==> src/design/psrc_pkg.sv <==
// Purpose: Shared constants and carriers for the port drive and stop
//          recovery configuration block.
// Assumes: APB slave with 32-bit data, 8-bit byte address.
// Notes:   Register index times four gives the byte address.
package psrc_pkg;

    ////////////////////////////////////////////////////////////////////
    // Register indices (byte address = index * 4)
    localparam logic [5:0] PSRC_IDX_PORT_CFG   = 6'h00;
    localparam logic [5:0] PSRC_IDX_IRQ_STATUS = 6'h01;
    localparam logic [5:0] PSRC_IDX_IRQ_MASK   = 6'h02;
    localparam logic [5:0] PSRC_IDX_STOP_CTRL  = 6'h0B;

    ////////////////////////////////////////////////////////////////////
    // Reset values
    localparam logic [7:0] PSRC_PORT_CFG_RST  = 8'hFE;
    localparam logic [7:0] PSRC_STOP_CTRL_RST = 8'h20;
    localparam logic [7:0] PSRC_IRQ_MASK_RST  = 8'h00;

    ////////////////////////////////////////////////////////////////////
    // Interrupt status bit positions
    localparam int PSRC_IRQ_RECOVERED = 0;
    localparam int PSRC_IRQ_WAKE      = 1;

    ////////////////////////////////////////////////////////////////////
    // Wake source encodings
    localparam logic [2:0] PSRC_SRC_RESET_ONLY = 3'h0;
    localparam logic [2:0] PSRC_SRC_P3_LINE0   = 3'h1;
    localparam logic [2:0] PSRC_SRC_P3_LINE1   = 3'h2;
    localparam logic [2:0] PSRC_SRC_P3_LINE2   = 3'h3;
    localparam logic [2:0] PSRC_SRC_P3_LINE3   = 3'h4;
    localparam logic [2:0] PSRC_SRC_P2_LINE7   = 3'h5;
    localparam logic [2:0] PSRC_SRC_P2_NOR4    = 3'h6;
    localparam logic [2:0] PSRC_SRC_P2_NOR8    = 3'h7;

    ////////////////////////////////////////////////////////////////////
    // Timing
    localparam int         PSRC_CLK_NS         = 4;
    localparam int         PSRC_STOP_DELAY_NS  = 4000;
    localparam int         PSRC_STOP_DELAY_CYC =
        PSRC_STOP_DELAY_NS / PSRC_CLK_NS;
    localparam logic [3:0] PSRC_DIV16_LAST     = 4'hF;

    ////////////////////////////////////////////////////////////////////
    // Types
    typedef enum logic [1:0] {
        PSRC_RUN,
        PSRC_STOPPED,
        PSRC_DELAY
    } psrc_mode_e;

    typedef struct packed {
        logic       osc_standard;
        logic [3:0] port_standard;
        logic       port0_push_pull;
        logic       port1_push_pull;
        logic       comp_route;
    } psrc_port_cfg_s;

    typedef struct packed {
        logic       stop_flag;
        logic       wake_level;
        logic       delay_en;
        logic [2:0] source;
        logic       full_speed;
        logic       div16;
    } psrc_stop_ctrl_s;

    typedef struct packed {
        logic        psel;
        logic        penable;
        logic        pwrite;
        logic [7:0]  paddr;
        logic [31:0] pwdata;
    } psrc_apb_req_s;

    typedef struct packed {
        logic        pready;
        logic [31:0] prdata;
        logic        pslverr;
    } psrc_apb_rsp_s;

endpackage

==> src/design/psrc_wake_select.sv <==
// Purpose: Picks the stop wake source and compares it to the wake level.
// Assumes: Pin inputs are already synchronised to the core clock.
// Notes:   Pure combinational logic.
`timescale 1ns/1ps
`default_nettype none
module psrc_wake_select
    import psrc_pkg::*;
(
    // Selection
    input  wire logic [2:0] source,
    input  wire logic       wake_level,
    // Synchronised pins
    input  wire logic [3:0] port3_in,
    input  wire logic [7:0] port2_in,
    // Result
    output logic            wake_match
);

    ////////////////////////////////////////////////////////////////////
    // Source multiplexer and level compare
    logic raw;

    always_comb begin
        raw        = 1'b0;
        wake_match = 1'b0;
        case (source)
            PSRC_SRC_P3_LINE0: raw = port3_in[0];
            PSRC_SRC_P3_LINE1: raw = port3_in[1];
            PSRC_SRC_P3_LINE2: raw = port3_in[2];
            PSRC_SRC_P3_LINE3: raw = port3_in[3];
            PSRC_SRC_P2_LINE7: raw = port2_in[7];
            PSRC_SRC_P2_NOR4:  raw = ~|port2_in[3:0];
            PSRC_SRC_P2_NOR8:  raw = ~|port2_in;
            default:           raw = 1'b0;
        endcase
        // Reset-only source never wakes from a pin
        if (source != PSRC_SRC_RESET_ONLY) begin
            wake_match = (raw == wake_level);
        end
    end

endmodule
`default_nettype wire

==> src/design/psrc_top.sv <==
// Purpose: Port drive configuration and stop recovery control registers,
//          with wake detection, reset delay and core clock tick division.
// Assumes: APB master on clk; pins and comparators are asynchronous.
// Notes:   Only resetn (power-on) restores register defaults.
//
// Behaviour
// - Config bit 0 routes both comparator outputs to port 3 lines 4, 7.
// - Config bit 1 selects port 1 open-drain (0) or push-pull (1).
// - Config bit 2 selects port 0 open-drain (0) or push-pull (1).
// - Config bits 3 to 6 select reduced or standard drive, ports 0-3.
// - Config bit 7 selects oscillator drive; clock ratio stays unchanged.
// - Stop control bits 6:0 are write-only; bit 7 is read-only.
// - Stop flag set on stop recovery, cleared only by power-on reset.
// - Stop control bit 6 sets the wake level, default low.
// - Stop control bit 5 enables the reset delay after wake, default on.
// - Stop control bits 4:2 select the wake source, default reset only.
// - Stop control bit 1 selects crystal/2 (0) or crystal rate (1).
// - Stop control bit 0 adds divide-by-16 of core and timer clocks.
// - Stop control register decodes at index 0B.
// - Stop recovery keeps stop control bits 6:0 unchanged.
//
// Decided for this implementation: the APB slave port.
`timescale 1ns/1ps
`default_nettype none
module psrc_top
    import psrc_pkg::*;
#(
    parameter int STOP_DELAY_CYCLES = PSRC_STOP_DELAY_CYC
)
(
    // Clock and power-on reset
    input  wire logic                     clk,
    input  wire logic                     resetn,
    // APB slave
    input  wire psrc_pkg::psrc_apb_req_s  apb_req,
    output psrc_pkg::psrc_apb_rsp_s       apb_rsp,
    // Interrupt
    output logic                          irq,
    // Core stop handshake
    input  wire logic                     stop_enter,
    output logic                          in_stop,
    output logic                          stop_recovery_reset,
    // Divided clock ticks
    output logic                          core_tick,
    output logic                          timer_clock,
    // Asynchronous pins
    input  wire logic [3:0]               port3_in,
    input  wire logic [7:0]               port2_in,
    input  wire logic [1:0]               comparator_in,
    // Port 3 output lines
    input  wire logic                     port3_line4_data,
    input  wire logic                     port3_line7_data,
    output logic                          port3_line4,
    output logic                          port3_line7,
    // Drive selection to pad ring
    output psrc_pkg::psrc_port_cfg_s      drive_cfg
);

    ////////////////////////////////////////////////////////////////////
    // State
    typedef struct packed {
        psrc_port_cfg_s  pcfg;
        psrc_stop_ctrl_s sctl;
        logic [7:0]      irq_status;
        logic [7:0]      irq_mask;
        logic [31:0]     prdata;
        logic            ack;
        logic            slverr;
        logic [1:0]      comp_s1;
        logic [1:0]      comp_s2;
        logic [11:0]     pin_s1;
        logic [11:0]     pin_s2;
        psrc_mode_e      mode;
        logic [15:0]     delay_cnt;
        logic            half;
        logic [3:0]      div_cnt;
        logic            tick;
        logic            recover;
        logic            line4;
        logic            line7;
    } psrc_state_s;

    psrc_state_s s;
    psrc_state_s next_s;

    logic [15:0] delay_last;
    logic        wake_match;

    assign delay_last = 16'(STOP_DELAY_CYCLES - 1);

    ////////////////////////////////////////////////////////////////////
    // Address helpers
    function automatic logic [5:0] word_index(input logic [7:0] addr);
        word_index = addr[7:2];
    endfunction

    function automatic logic is_mapped(input logic [5:0] idx);
        is_mapped = (idx == PSRC_IDX_PORT_CFG)  ||
                    (idx == PSRC_IDX_IRQ_STATUS) ||
                    (idx == PSRC_IDX_IRQ_MASK)  ||
                    (idx == PSRC_IDX_STOP_CTRL);
    endfunction

    ////////////////////////////////////////////////////////////////////
    // Wake source selection on synchronised pins
    psrc_wake_select u_wake (
        .source     (s.sctl.source),
        .wake_level (s.sctl.wake_level),
        .port3_in   (s.pin_s2[11:8]),
        .port2_in   (s.pin_s2[7:0]),
        .wake_match (wake_match)
    );

    ////////////////////////////////////////////////////////////////////
    // Next state
    always_comb begin
        logic [5:0] idx;
        logic       access;
        logic       complete;
        logic       clear_status;
        logic [7:0] events;
        logic       base_tick;

        idx          = word_index(apb_req.paddr);
        access       = apb_req.psel & apb_req.penable;
        complete     = access & s.ack;
        clear_status = 1'b0;
        events       = 8'h00;
        base_tick    = 1'b0;
        next_s       = s;

        // Two-flop synchronisers for pins and comparators
        next_s.comp_s1 = comparator_in;
        next_s.comp_s2 = s.comp_s1;
        next_s.pin_s1  = {port3_in, port2_in};
        next_s.pin_s2  = s.pin_s1;

        next_s.tick    = 1'b0;
        next_s.recover = 1'b0;

        // Clock tick divider, held cleared while stopped or stopping
        if ((s.mode == PSRC_RUN) && !stop_enter) begin
            next_s.half = ~s.half;
            base_tick   = s.sctl.full_speed | s.half;
            if (base_tick) begin
                if (s.sctl.div16) begin
                    next_s.div_cnt = s.div_cnt + 4'h1;
                    next_s.tick    = (s.div_cnt == PSRC_DIV16_LAST);
                end else begin
                    next_s.div_cnt = 4'h0;
                    next_s.tick    = 1'b1;
                end
            end
        end else begin
            next_s.half    = 1'b0;
            next_s.div_cnt = 4'h0;
        end

        // Stop and recovery sequence; only the stop flag and status events change
        case (s.mode)
            PSRC_RUN: begin
                if (stop_enter) begin
                    next_s.mode = PSRC_STOPPED;
                end
            end
            PSRC_STOPPED: begin
                if (wake_match) begin
                    events[PSRC_IRQ_WAKE] = 1'b1;
                    if (s.sctl.delay_en) begin
                        next_s.mode      = PSRC_DELAY;
                        next_s.delay_cnt = 16'h0000;
                    end else begin
                        next_s.mode           = PSRC_RUN;
                        next_s.recover        = 1'b1;
                        next_s.sctl.stop_flag = 1'b1;
                        events[PSRC_IRQ_RECOVERED] = 1'b1;
                    end
                end
            end
            PSRC_DELAY: begin
                next_s.delay_cnt = s.delay_cnt + 16'h0001;
                if (s.delay_cnt == delay_last) begin
                    next_s.mode           = PSRC_RUN;
                    next_s.recover        = 1'b1;
                    next_s.sctl.stop_flag = 1'b1;
                    events[PSRC_IRQ_RECOVERED] = 1'b1;
                end
            end
            default: begin
                next_s.mode = PSRC_RUN;
            end
        endcase

        // Comparator routing onto port 3 lines 4 and 7
        if (s.pcfg.comp_route) begin
            next_s.line4 = s.comp_s2[0];
            next_s.line7 = s.comp_s2[1];
        end else begin
            next_s.line4 = port3_line4_data;
            next_s.line7 = port3_line7_data;
        end

        // APB: first access cycle loads answer, second completes
        next_s.ack = access & ~s.ack;
        if (access & ~s.ack) begin
            next_s.slverr = ~is_mapped(idx);
            case (idx)
                PSRC_IDX_STOP_CTRL: begin
                    // Only the flag reads back
                    next_s.prdata = {24'h000000,
                                     s.sctl.stop_flag,
                                     7'h00};
                end
                PSRC_IDX_IRQ_STATUS: begin
                    next_s.prdata = {24'h000000, s.irq_status};
                end
                PSRC_IDX_IRQ_MASK: begin
                    next_s.prdata = {24'h000000, s.irq_mask};
                end
                // Port config reads as zero
                default: begin
                    next_s.prdata = 32'h00000000;
                end
            endcase
        end

        // Register writes at the completing edge
        if (complete & apb_req.pwrite & ~s.slverr) begin
            case (idx)
                PSRC_IDX_PORT_CFG: begin
                    next_s.pcfg = apb_req.pwdata[7:0];
                end
                PSRC_IDX_STOP_CTRL: begin
                    // Flag bit is not writable
                    next_s.sctl.wake_level = apb_req.pwdata[6];
                    next_s.sctl.delay_en   = apb_req.pwdata[5];
                    next_s.sctl.source     = apb_req.pwdata[4:2];
                    next_s.sctl.full_speed = apb_req.pwdata[1];
                    next_s.sctl.div16      = apb_req.pwdata[0];
                end
                PSRC_IDX_IRQ_MASK: begin
                    next_s.irq_mask = apb_req.pwdata[7:0];
                end
                default: begin
                    next_s.irq_mask = s.irq_mask;
                end
            endcase
        end

        // Status read clears; a new event in the same cycle survives
        if (complete & ~apb_req.pwrite & ~s.slverr &
            (idx == PSRC_IDX_IRQ_STATUS)) begin
            clear_status = 1'b1;
        end
        next_s.irq_status = (clear_status ? 8'h00 : s.irq_status) |
                            events;
    end

    ////////////////////////////////////////////////////////////////////
    // State register; power-on loads defaults
    always_ff @(posedge clk) begin
        if (!resetn) begin
            s          <= '0;
            s.pcfg     <= PSRC_PORT_CFG_RST;
            s.sctl     <= PSRC_STOP_CTRL_RST;
            s.irq_mask <= PSRC_IRQ_MASK_RST;
            s.mode     <= PSRC_RUN;
        end else begin
            s <= next_s;
        end
    end

    ////////////////////////////////////////////////////////////////////
    // Outputs
    assign apb_rsp.pready      = s.ack;
    assign apb_rsp.prdata      = s.prdata;
    assign apb_rsp.pslverr     = s.ack & s.slverr;
    assign irq                 = |(s.irq_status & s.irq_mask);
    assign in_stop             = (s.mode != PSRC_RUN);
    assign stop_recovery_reset = s.recover;
    assign core_tick           = s.tick;
    assign timer_clock         = s.tick;
    assign port3_line4         = s.line4;
    assign port3_line7         = s.line7;
    // Oscillator drive bit has no effect on the tick ratio
    assign drive_cfg           = s.pcfg;

endmodule
`default_nettype wire

==> config.mk <==
export PLATFORM = sky130hd
export DESIGN_NAME = psrc_top
export DESIGN_NICKNAME = d
export VERILOG_FILES = /design/src/design/psrc_pkg.sv /design/src/design/psrc_wake_select.sv /design/src/design/psrc_top.sv
export SDC_FILE = /design/constraint.sdc
export NUM_CORES = 1
export LEC_CHECK = 0
export ABC_AREA = 1
export BUFFER_PORTS_ARGS = -buffer_cell sky130_fd_sc_hd__buf_2
export CAP_MARGIN = 20
export CORE_ASPECT_RATIO = 0.5
export CORE_MARGIN = 1.5
export CORE_UTILIZATION = 40
export CTS_CLUSTER_DIAMETER = 200
export DETAILED_ROUTE_END_ITERATION = 12
export SLEW_MARGIN = 0
export SYNTH_ARGS = -nofsm -noshare
export SYNTH_HDL_FRONTEND = slang
export SYNTH_SLANG_ARGS = --single-unit
export TNS_END_PERCENT = 1
==> constraint.sdc <==
create_clock -name clk -period 2.2 [get_ports clk]
set_input_delay 0.11 -clock clk [delete_from_list [all_inputs] [get_ports clk]]
set_output_delay 0.11 -clock clk [all_outputs]
set_load 0.03 [all_outputs]
==> flow_metrics.env, run 1 <==
export IMPL_run_status="finished, final reports clean"
export IMPL_floorplan_rows=26
export IMPL_rsz_0062_raised_after_global_routing="no"
export IMPL_avgRoutedWirePerCell_um=10.75
export IMPL_routed_via_density=4.484
export IMPL_cts_made_buffers=9
export IMPL_groute_layer_met2_usage=0.2472
export IMPL_initial_utilization=0.4146
export IMPL_critical_path_launch_point_type="register"
export IMPL_layout_worst_path_cycle_share=0.8025
export IMPL_grt_remaining_overflow=0
export IMPL_route_vias_total=3542
export IMPL_fin_worst_skew_ns=0.008660
export IMPL_cts_sinks=91
export IMPL_pin_count=111
export IMPL_ant_diodes=0
export IMPL_place_gp_congestion=0.7814
export IMPL_gr_usage_all_layers=0.1579
export IMPL_synthesis_area_um2=4262
export IMPL_post_layout_nonfiller_instances=790
export IMPL_leakage_nw=2.354
export IMPL_grt_pass1_vias=3154
export IMPL_clock_path_buffers=2
export IMPL_critPathArrivalTime_ns=2.01
export IMPL_numPortBuffers=60
export IMPL_stdcell_area_um2=4892
export IMPL_placedInstanceArea_um2=4424
export IMPL_yosys_cell_types_count=36
export IMPL_timing_max_slew_rel_slack=0.5193
export IMPL_layout_cells_most_common="sky130_fd_sc_hd__nand2_1"
export IMPL_timing_max_transition_violations_final=0
export IMPL_mostFrequentLayoutCells="sky130_fd_sc_hd__nand2_1, sky130_fd_sc_hd__dfxtp_1, sky130_fd_sc_hd__inv_1"
export IMPL_fp_dieH_um=75.99
export IMPL_drt_initial_drc_count=205
export IMPL_clock_latency_of_the_later_clocked_register_in_the_worst_skew_pair_ns=0.34
export IMPL_critical_path_endpoint_type="register"
export IMPL_actual_transition_at_the_worst_max_transition_pin_ns=0.7211
export IMPL_cts_repair_timing_setup_buffer_count=0
export IMPL_timing_fmax_mhz=566.4
export IMPL_worst_endpoint_required_ns=2.44
export IMPL_groute_layer_met3_usage=0.05629
export IMPL_ant_nets=0
export IMPL_synth_avg_cell_area_um2=7.223
export IMPL_power_density_cell_area_nw_per_um2=1019
export IMPL_dieArea_um2=11320
export IMPL_grt_pass1_wl_mm=14.46
export IMPL_synth_seq_area_share=0.4275
export IMPL_yosys_warnings=0
export IMPL_grt_start_max_net_pins=78
export IMPL_clkTransAtPathRegs_ns=0.06
export IMPL_layout_drive_gt1_share=0.1508
export IMPL_critical_path_peak_fanout=4
export IMPL_detail_route_first_pass_iterations=4
export IMPL_ys_ff_latch=91
export IMPL_total_nets_final=712
export IMPL_setup_tns_ns=0
export IMPL_irDropWorstVdd_mv=0.4823
export IMPL_finalWorstPathRequiredPeriod_ns=1.765
export IMPL_dp_cells=756
export IMPL_gr_max_usage_layer="met2"
export IMPL_drc=0
export IMPL_syn_inst=590
export IMPL_number_of_antenna_violations_at_the_first_check_in_global_routing=0
export IMPL_total_power_mw=4.985
export IMPL_setup_viol=0
export IMPL_drv_cap=0
export IMPL_root_buffer_master="sky130_fd_sc_hd__clkbuf_16"
export IMPL_core_area_um2=10280
export IMPL_timing_hold_violations_final=0
export IMPL_place_hpwl_mm=5.685
export IMPL_groute_layer_met1_usage=0.2033
export IMPL_wl_mm=8.490
export IMPL_num_fill_cells=1059
export IMPL_tritoncts="done"
export IMPL_layout_area_overhead_vs_synth_pct=14.80
export IMPL_die_width_um=149.0
export IMPL_cts_htree_levels=3
export IMPL_worstSetupPathType="reg -> reg"
export IMPL_hold_path_class="in -> reg"
## cell usage after synthesis
master,number,area share
sky130_fd_sc_hd__a21oi_2,1,0.0021
sky130_fd_sc_hd__nand2_4,1,0.0026
sky130_fd_sc_hd__ha_1,5,0.015
sky130_fd_sc_hd__xor2_1,3,0.0062
sky130_fd_sc_hd__nor3_1,6,0.0070
sky130_fd_sc_hd__nor2_4,2,0.0053
sky130_fd_sc_hd__inv_1,78,0.069
sky130_fd_sc_hd__a21boi_0,1,0.0018
sky130_fd_sc_hd__nor3b_1,1,0.0018
sky130_fd_sc_hd__nand4_1,6,0.0088
sky130_fd_sc_hd__buf_8,2,0.0070
sky130_fd_sc_hd__clkinv_1,1,0.00088
sky130_fd_sc_hd__o22ai_1,5,0.0073
sky130_fd_sc_hd__o21bai_1,2,0.0035
sky130_fd_sc_hd__buf_4,44,0.078
sky130_fd_sc_hd__buf_6,1,0.0026
sky130_fd_sc_hd__nand3_2,8,0.019
sky130_fd_sc_hd__a21oi_1,38,0.045
sky130_fd_sc_hd__clkbuf_1,10,0.0088
sky130_fd_sc_hd__buf_2,4,0.0047
sky130_fd_sc_hd__nor2_2,3,0.0044
sky130_fd_sc_hd__o211ai_1,1,0.0018
sky130_fd_sc_hd__nor2_1,69,0.061
sky130_fd_sc_hd__dfxtp_1,91,0.43
sky130_fd_sc_hd__o21ai_0,30,0.035
sky130_fd_sc_hd__nand2_1,118,0.10
sky130_fd_sc_hd__nand3_1,49,0.058
sky130_fd_sc_hd__or2_2,2,0.0029
sky130_fd_sc_hd__conb_1,1,0.00088
sky130_fd_sc_hd__inv_2,1,0.00088
sky130_fd_sc_hd__and3_1,1,0.0015
sky130_fd_sc_hd__nand3b_1,1,0.0018
sky130_fd_sc_hd__a31oi_1,1,0.0015
sky130_fd_sc_hd__and2_1,1,0.0015
sky130_fd_sc_hd__a211oi_1,1,0.0018
sky130_fd_sc_hd__nand2_2,1,0.0015
## sequential cells by signal (all words and copies together), names as in the netlist
name / flops
stop_recovery_reset: 1
drive_cfg: 8
s: 56
next_s: 14
port3_line4: 1
core_tick: 1
port3_line7: 1
apb_rsp: 9
## final timing paths
kind	startpoint	endpoint	slack, ns	depth (start not counted)
setup reg to reg	s[9]$_SDFFE_PN0P_	s[26]$_SDFFE_PN0P_	0.43	10
hold reg to reg	next_s[29]$_SDFF_PN0_	s[29]$_SDFF_PN0_	0.41	2
hold / removal	apb_req[2]	drive_cfg[2]$_SDFFE_PN1P_	0.02	3
setup / recovery	s[9]$_SDFFE_PN0P_	s[26]$_SDFFE_PN0P_	0.43	10
## metrics by stage
stage               setup WS [ns]    util  hold slack [ns]
detailed placement         0.4310  0.4304           0.2934
floorplan                  0.6344       -           0.2076
global placement           0.4592  0.4304           0.2932
global route               0.2083  0.4759          0.01411
CTS                        0.4274  0.4759        0.0004246
finish                     0.4345  0.4759          0.01623
## timing repair
item                      4_1_cts  5_1_grt
gates resized for setup         0        0
hold endpoints to repair       18        0
hold buffers                   18        0
## area by class of cell
| cell class | count | area [um^2] | area share |
|---|---|---|---|
| clock buffer | 12 | 256.5 | 0.05243 |
| clock inverter | 4 | 31.28 | 0.006394 |
| tap | 140 | 175.2 | 0.03581 |
| inverter | 80 | 300.3 | 0.06138 |
| sequential | 91 | 1822 | 0.3724 |
| multi-input combinational | 381 | 1797 | 0.3673 |
| timing repair buffer | 82 | 510.5 | 0.1043 |
## critical path: stages (launching register included)
cell and delay (ns):
sky130_fd_sc_hd__dfxtp_1 0.37, sky130_fd_sc_hd__ha_1 0.18, sky130_fd_sc_hd__nand2_1 0.07, sky130_fd_sc_hd__inv_1 0.11
sky130_fd_sc_hd__nand3_1 0.09, sky130_fd_sc_hd__nor3_1 0.13, sky130_fd_sc_hd__nand2_1 0.12, sky130_fd_sc_hd__a21boi_0 0.38
sky130_fd_sc_hd__nand3_2 0.11, sky130_fd_sc_hd__nand2_1 0.07, sky130_fd_sc_hd__nor2_1 0.04
## where the power goes
part / total (mW) / switching (mW) / internal, mW / leakage (nW)
registers: 2.05 / 0.193 / 1.86 / 0.744
logic: 1.45 / 0.916 / 0.532 / 1.47
clock network: 1.49 / 0.649 / 0.836 / 0.144
## logic make-up after synthesis
group                      Yosys count  share of synthesized area
adders and majority gates            5                    0.01468
xor gates and xnor gates             3                   0.006167
AOI/OAI and AO/OA                   80                    0.09953
buffers and inverters              141                     0.1712
DFF                                 91                     0.4275
and+or+nand+nor                    269                     0.2801
other                                1                  0.0008800
## layer usage
metal / share of wire / up-vias
met2: 0.44 / 72
met5: 0 / -
li1: - / 1902
met1: 0.50 / 1561
met4: 0.0094 / 0
met3: 0.050 / 7
(Power assumes the default switching activity.)
==> run 2, diff against run 1 <==
ABC_AREA = 0   (was 1)
clock period = 1.8 ns   (was 2.2 ns; I/O delays follow)
==> run 2 against run 1 <==
The flow now finishes with violations (setup timing). Clock power rose by 17%. Non-clock buffer count is 25 higher. First-iteration DRC count shrank 5.4%. Flip-flop and latch count is the same. Largest cell class is now multi-input combinational cells. Worst hold slack improved by 0.0081 ns. Register-to-register slack got worse by 0.73 ns. Worst setup slack got worse by 0.73 ns. Highest routed layer unchanged. Die area shrank 6.0%. Maximum frequency is 16% lower.
==> flow_metrics.env, run 2 <==
export IMPL_grt_pass1_wl_mm=14.51
export IMPL_r2r_slack_ns=-0.29
export IMPL_hold_start="apb_req[4]"
export IMPL_detail_route_first_pass_iterations=4
export IMPL_layout_area_overhead_vs_synth_pct=24.79
export IMPL_rr_startpoint="s[107]$_SDFFE_PN0P_"
export IMPL_grt_remaining_overflow=0
export IMPL_total_nets_final=576
export IMPL_power_density_cell_area_nw_per_um2=908.8
export IMPL_tritoncts="done"
export IMPL_place_gp_congestion=0.7953
export IMPL_fp_dieH_um=73.69
export IMPL_grt_start_max_net_pins=36
export IMPL_worstReg2RegEnd="s[11]$_SDFFE_PN0P_"
export IMPL_max_flop_register="s"
export IMPL_cts_made_buffers=9
export IMPL_number_of_flip_flops_under_the_largest_register_name=56
export IMPL_cts_htree_levels=3
export IMPL_ys_ff_latch=91
export IMPL_irDropWorstVdd_mv=0.4413
export IMPL_layout_cells_most_common="sky130_fd_sc_hd__dfxtp_1"
export IMPL_min_delay_path_depth=3
export IMPL_yosys_area_top_type="sky130_fd_sc_hd__dfxtp_1"
export IMPL_numPortBuffers=60
export IMPL_synth_edff_count=0
export IMPL_routed_via_density=4.900
export IMPL_setup_viol=22
export IMPL_ant_diodes=0
export IMPL_violations="setup timing"
export IMPL_run_status="finished with violations"
export IMPL_wl_mm=8.743
export IMPL_worstPathCellList="mux2i_2 -> o32ai_4 -> or4b_4 -> and4_4 -> o311ai_2 -> o21ai_2"
export IMPL_setup_tns_ns=-4.598
export IMPL_hold_path_class="in -> reg"
export IMPL_multiInputGateArea_um2=1981
export IMPL_yosys_cell_count_top_type="sky130_fd_sc_hd__dfxtp_1"
export IMPL_synth_avg_cell_area_um2=9.406
export IMPL_finalWorstPathRequiredPeriod_ns=2.091
export IMPL_final_seq_area_um2=1826
export IMPL_yosys_warnings=0
export IMPL_drt_initial_drc_count=194
export IMPL_avgRoutedWirePerCell_um=13.47
export IMPL_mostFrequentLayoutCells="sky130_fd_sc_hd__dfxtp_1, sky130_fd_sc_hd__buf_2, sky130_fd_sc_hd__nor2_1"
export IMPL_root_buffer_master="sky130_fd_sc_hd__clkbuf_16"
export IMPL_leakage_nw=2.020
export IMPL_layout_drive_gt1_share=0.2626
export IMPL_clkTransAtPathRegs_ns=0.06
export IMPL_critical_path_endpoint_type="register"
export IMPL_pin_count=111
export IMPL_critical_path_peak_fanout=10
export IMPL_ys_top_cells_by_area="sky130_fd_sc_hd__dfxtp_1, sky130_fd_sc_hd__buf_4, sky130_fd_sc_hd__mux2i_1"
export IMPL_place_hpwl_mm=5.743
export IMPL_initial_utilization=0.4176
export IMPL_drc=0
export IMPL_die_width_um=144.4
export IMPL_synth_async_reset_ratio=0
export IMPL_synth_largest_type_area_fraction=0.4557
export IMPL_critPathArrivalTime_ns=2.30
export IMPL_cp_slowest_cell="sky130_fd_sc_hd__or4b_4"
export IMPL_number_of_antenna_violations_at_the_first_check_in_global_routing=0
export IMPL_gr_usage_all_layers=0.1768
export IMPL_timing_fmax_mhz=478.2
export IMPL_dieArea_um2=10640
export IMPL_min_delay_worst_endpoint="drive_cfg[4]$_SDFFE_PN1P_"
export IMPL_setup_ws_ns=-0.2913
export IMPL_synth_seq_area_share=0.4557
export IMPL_syn_inst=425
export IMPL_route_vias_total=3180
export IMPL_worst_endpoint_required_ns=2.01
export IMPL_ant_nets=0
export IMPL_yosys_cell_types_count=53
export IMPL_timing_hold_violations_final=0
export IMPL_crit_path_max_incr_delay_ns=0.57
export IMPL_cts_sinks=91
export IMPL_num_fill_cells=925
export IMPL_floorplan_rows=25
export IMPL_core_area_um2=9572
export IMPL_layout_worst_path_cycle_share=1.162
export IMPL_synth_top_cells_by_count="sky130_fd_sc_hd__dfxtp_1, sky130_fd_sc_hd__buf_4, sky130_fd_sc_hd__nor2_1"
export IMPL_critical_path_launch_point_type="register"
export IMPL_rsz_0062_raised_after_global_routing="yes"
export IMPL_grt_pass1_vias=2991
export IMPL_clock_latency_of_the_later_clocked_register_in_the_worst_skew_pair_ns=0.33
export IMPL_worstSetupPathType="reg -> reg"
export IMPL_fin_worst_skew_ns=0.005330
export IMPL_timing_max_transition_violations_final=0
export IMPL_drv_cap=0
export IMPL_synthesis_area_um2=3998
export IMPL_clock_path_buffers=2
export IMPL_timing_reg2reg_worst_path_depth=6
export IMPL_total_power_mw=4.533
export IMPL_synth_ff_type="sky130_fd_sc_hd__dfxtp_1"
## run 2: cell count changes after synthesis, moves of 5 or more
| cell | previous run | this run |
|---|---|---|
| sky130_fd_sc_hd__and2_1 | 1 | 32 |
| sky130_fd_sc_hd__or3_1 | 0 | 7 |
| sky130_fd_sc_hd__a211oi_1 | 1 | 7 |
| sky130_fd_sc_hd__o211ai_1 | 1 | 7 |
| sky130_fd_sc_hd__inv_1 | 78 | 7 |
| sky130_fd_sc_hd__nand3_2 | 8 | 1 |
| sky130_fd_sc_hd__o21ai_0 | 30 | 10 |
| sky130_fd_sc_hd__a22oi_1 | 0 | 5 |
| sky130_fd_sc_hd__mux2i_1 | 0 | 27 |
| sky130_fd_sc_hd__a21oi_1 | 38 | 5 |
| sky130_fd_sc_hd__nor2_1 | 69 | 38 |
| sky130_fd_sc_hd__nand3_1 | 49 | 12 |
| sky130_fd_sc_hd__nand2_1 | 118 | 37 |
## run 2: report_power, final
part / total, mW / switching, mW / internal [mW]
Combinational: 0.710 / 0.460 / 0.250
Sequential: 2.08 / 0.0207 / 2.06
Clock: 1.74 / 0.762 / 0.978
## run 2: metal layers
layer,routed length [um],track usage,share of wire
met1,4385,0.2384,0.50
met2,3768,0.2807,0.43
met3,548,0.04563,0.063
met4,41,0.05051,0.0047
met5,0,0,0
## run 2: timing repair
item / in CTS / in global routing
endpoints found under the hold margin: 17 / 0
pin swaps: 17 / 3
gates resized for setup: 18 / 7
cloned: 3 / 0
buffers inserted: 1 / 0
setup endpoints to repair: 22 / 30
hold buffers: 17 / 0
## run 2: metrics by stage
step	setup WS (ns)	util	hold WS (ns)	instances	instance area, um^2
6_report	-0.2913	0.5212	0.02437	649	4989
5_1_grt	-0.3932	0.5212	0.01494	649	4989
4_1_cts	-0.2600	0.5183	0.003330	649	4961
3_5_place_dp	-0.3610	0.4571	0.2992	612	4375
3_3_place_gp	-0.3288	0.4571	0.2969	612	4375
2_1_floorplan	-0.2310	-	0.2151	448	4085
## run 2: critical path, delay by kind of cell, from the launching register on
kind	cells	cell delay, ns
flops	1	0.37
compound gates	3	0.53
mux	1	0.25
simple gates	2	0.83
## run 2: how the worst max path moves through the flow
stage | from | to | slack, ns
after floorplan | s[28]$_SDFF_PN0_ | s[17]$_SDFFE_PN0P_ | -0.23
after global placement | s[28]$_SDFF_PN0_ | s[18]$_SDFFE_PN0P_ | -0.33
after detailed placement | s[28]$_SDFF_PN0_ | s[16]$_SDFFE_PN0P_ | -0.36
after CTS | s[32]$_SDFF_PN0_ | s[11]$_SDFFE_PN0P_ | -0.26
after global routing | s[108]$_SDFFE_PN0P_ | s[12]$_SDFFE_PN0P_ | -0.39
final | s[107]$_SDFFE_PN0P_ | s[11]$_SDFFE_PN0P_ | -0.29
## run 2: cell type report
cell class / instances / share of cell area
Clock buffer: 11 / 0.04866
Clock inverter: 5 / 0.007524
Timing Repair Buffer: 107 / 0.1417
Tap cell: 135 / 0.03386
Inverter: 7 / 0.005267
Sequential cell: 91 / 0.3659
Multi-Input combinational cell: 293 / 0.3970
## run 2: logic make-up after synthesis
kind of cell,after synthesis,synth area share
AO/OA/AOI/OAI,69,0.1365
XOR/XNOR,3,0.006574
adder cells (fa/ha/maj),5,0.01565
buffers and inverters,67,0.1058
flip-flops,91,0.4557
multiplexers,27,0.06761
other,1,0.0009381
AND/OR/NAND/NOR,162,0.2113
==> run 3, diff against run 2 <==
SYNTH_HIERARCHICAL = 1   (was default)
==> run 3 against run 2 <==
The run still ends with setup timing left. Register-to-register slack got worse by 0.12 ns. Global-route usage fell by 2.8 points. Worst setup slack lost 0.12 ns. Sequential power is 2% higher. Clock skew rose by 0.0016 ns. Largest power group unchanged.
==> flow_metrics.env, run 3 <==
export IMPL_layout_area_overhead_vs_synth_pct=23.80
export IMPL_cts_sinks=91
export IMPL_critPathMostFrequentCell="sky130_fd_sc_hd__mux2_4"
export IMPL_ant_diodes=0
export IMPL_yosys_cell_types_count=50
export IMPL_route_vias_total=2898
export IMPL_critPathArrivalTime_ns=2.49
export IMPL_timing_hold_violations_final=0
export IMPL_cp_slowest_cell="sky130_fd_sc_hd__dfxtp_4"
export IMPL_synth_top_cells_by_count="sky130_fd_sc_hd__dfxtp_1, sky130_fd_sc_hd__buf_4, sky130_fd_sc_hd__and2_1, sky130_fd_sc_hd__nand2_1, sky130_fd_sc_hd__mux2i_1"
export IMPL_critical_path_launch_point_type="register"
export IMPL_irDropWorstVdd_mv=0.4677
export IMPL_routed_via_density=4.585
export IMPL_yosys_area_top_type="sky130_fd_sc_hd__dfxtp_1"
export IMPL_synth_compound_gate_area_share=0.09924
export IMPL_worst_endpoint_required_ns=2.08
export IMPL_mostFrequentLayoutCells="sky130_fd_sc_hd__dfxtp_1, sky130_fd_sc_hd__buf_2, sky130_fd_sc_hd__and2_1"
export IMPL_wl_mm=7.397
export IMPL_muxShareOfSynthArea=0.07996
export IMPL_max_flop_register="s"
export IMPL_place_hpwl_mm=5.325
export IMPL_critical_path_endpoint_type="register"
export IMPL_core_area_um2=9540
export IMPL_post_synth_fa_ha_maj_area_fraction=0.01896
export IMPL_violations="setup timing"
export IMPL_syn_inst=407
export IMPL_yosys_cell_count_top_type="sky130_fd_sc_hd__dfxtp_1"
export IMPL_root_buffer_master="sky130_fd_sc_hd__clkbuf_16"
export IMPL_timing_max_transition_violations_final=0
export IMPL_setup_viol=21
export IMPL_holdWs_ns=0.008783
export IMPL_synthXorXnorAreaFrac=0.01770
export IMPL_numPortBuffers=60
export IMPL_synth_edff_count=0
export IMPL_grt_pass1_wl_mm=11.99
export IMPL_fp_dieH_um=73.35
export IMPL_drc=0
export IMPL_run_status="finished with violations"
export IMPL_cts_htree_levels=3
export IMPL_synth_async_reset_ratio=0
export IMPL_total_nets_final=560
export IMPL_ys_ff_latch=91
export IMPL_fin_worst_skew_ns=0.006897
export IMPL_number_of_antenna_violations_at_the_first_check_in_global_routing=0
export IMPL_ant_nets=0
export IMPL_dieArea_um2=10540
export IMPL_dpl_worst_slack_ns=-0.4625
export IMPL_pin_count=111
export IMPL_clkTransAtPathRegs_ns=0.07
export IMPL_drt_initial_drc_count=113
export IMPL_clock_path_buffers=2
export IMPL_finalWorstPathRequiredPeriod_ns=2.215
export IMPL_layout_drive_gt1_share=0.2495
export IMPL_floorplan_rows=25
export IMPL_cts_made_buffers=9
export IMPL_rsz_0062_raised_after_global_routing="yes"
export IMPL_power_density_cell_area_nw_per_um2=954.3
export IMPL_tritoncts="done"
export IMPL_initial_utilization=0.4150
export IMPL_grt_pass1_vias=2638
export IMPL_layout_worst_path_cycle_share=1.230
export IMPL_grt_start_max_net_pins=29
export IMPL_synth_ff_type="sky130_fd_sc_hd__dfxtp_1"
export IMPL_die_width_um=143.7
export IMPL_hold_path_class="in -> reg"
export IMPL_num_fill_cells=897
export IMPL_stdcell_area_um2=4901
export IMPL_placedInstanceArea_um2=4345
export IMPL_avgRoutedWirePerCell_um=11.70
export IMPL_drv_cap=0
export IMPL_gr_usage_all_layers=0.1488
export IMPL_clock_latency_of_the_later_clocked_register_in_the_worst_skew_pair_ns=0.34
export IMPL_worstPathCellList="mux2i_1 -> mux2_4 -> o221a_1 -> mux2_4 -> and3_4 -> o2111ai_4 -> buf_6 -> or3_4 -> a21oi_2"
export IMPL_layout_cells_most_common="sky130_fd_sc_hd__dfxtp_1"
export IMPL_worstSetupPathType="reg -> reg"
export IMPL_synth_largest_type_area_fraction=0.4602
export IMPL_detail_route_first_pass_iterations=4
export IMPL_place_gp_congestion=0.7640
export IMPL_synth_avg_cell_area_um2=9.727
export IMPL_number_of_flip_flops_under_the_largest_register_name=56
export IMPL_largest_family_of_logic_cells_by_synthesized_area="simple AND/OR/NAND/NOR gates"
export IMPL_synth_seq_area_share=0.4602
export IMPL_synthesis_area_um2=3959
export IMPL_critical_path_peak_fanout=7
export IMPL_synthesized_area_fraction_occupied_by_and_or_nand_nor_cells=0.2222
export IMPL_crit_path_max_incr_delay_ns=0.35
export IMPL_ys_top_cells_by_area="sky130_fd_sc_hd__dfxtp_1, sky130_fd_sc_hd__buf_4, sky130_fd_sc_hd__mux2i_1"
export IMPL_setup_ws_ns=-0.4146
export IMPL_yosys_warnings=6
export IMPL_total_power_mw=4.677
export IMPL_grt_remaining_overflow=0
export IMPL_timing_fmax_mhz=451.5
export IMPL_leakage_nw=2.180
-- run 3: repair_timing --
item | in CTS | in global routing
setup buffers | 1 | 0
resized for setup | 11 | 7
endpoints found under the hold margin | 20 | 0
endpoints found under the setup margin | 22 | 22
hold buffers | 19 | 0
pin swaps | 10 | 6
-- run 3: cells by family (layout without fill, tap and decap cells) --
group / count (synthesis) / after routing
AND/OR/NAND/NOR: 154 / 154
flip-flops: 91 / 91
buffers and inverters: 59 / 126
other: 1 / 24
multiplexers: 31 / 31
XOR/XNOR: 8 / 8
AO/OA/AOI/OAI: 57 / 57
adder cells (fa/ha/maj): 6 / 6
-- run 3: through the flow --
step           TNS, ns  utilization  instances
2_1_floorplan   -4.675            -        430
3_3_place_gp    -5.517       0.4555        596
3_5_place_dp    -5.918       0.4555        596
4_1_cts         -6.291       0.5120        632
5_1_grt         -7.870       0.5137        632
6_report        -6.066       0.5137        632
-- run 3: where the power goes --
| part | internal [mW] | leakage [nW] | switching, mW |
|---|---|---|---|
| Clock | 0.989 | 0.149 | 0.860 |
| Combinational | 0.295 | 1.29 | 0.407 |
| Sequential | 2.09 | 0.742 | 0.0379 |
| Total | 3.37 | 2.18 | 1.31 |
-- run 3: critical path, delay by kind of cell, from the launching register on --
family | cells | cell delay (ns)
buffers and inverters | 1 | 0.17
flip-flops | 1 | 0.35
AND/OR/NAND/NOR | 2 | 0.55
AO/OA/AOI/OAI | 3 | 0.49
multiplexers | 3 | 0.58
-- run 3: per-layer routing --
layer  vias to the layer above  GRT usage  part of all wire
li1                       1507          -                 -
met2                        56     0.2505              0.47
met1                      1328     0.1794              0.49
met5                         -          0                 0
met4                         0    0.05102            0.0089
met3                         7    0.05150             0.035
-- run 3: final timing paths --
path | from | end | slack, ns | cells past startpoint
worst max-delay path | s[107]$_SDFFE_PN0P_ | s[16]$_SDFFE_PN0P_ | -0.41 | 9
worst max register to register | s[107]$_SDFFE_PN0P_ | s[16]$_SDFFE_PN0P_ | -0.41 | 9
worst min register to register | next_s[36]$_SDFF_PN0_ | s[36]$_SDFF_PN0_ | 0.43 | 1
worst min-delay path | apb_req[6] | drive_cfg[6]$_SDFFE_PN1P_ | 0.009 | 3
-- run 3: final cells by class --
class	instances	area [um^2]	share of cell area
multi-input cells	280	1886	0.3847
clock buffers	9	225.2	0.04595
well taps	135	168.9	0.03447
clock inverters	7	76.32	0.01557
inverters	4	15.01	0.003064
flip-flops and latches	91	1826	0.3725
repair buffers	106	704.4	0.1437
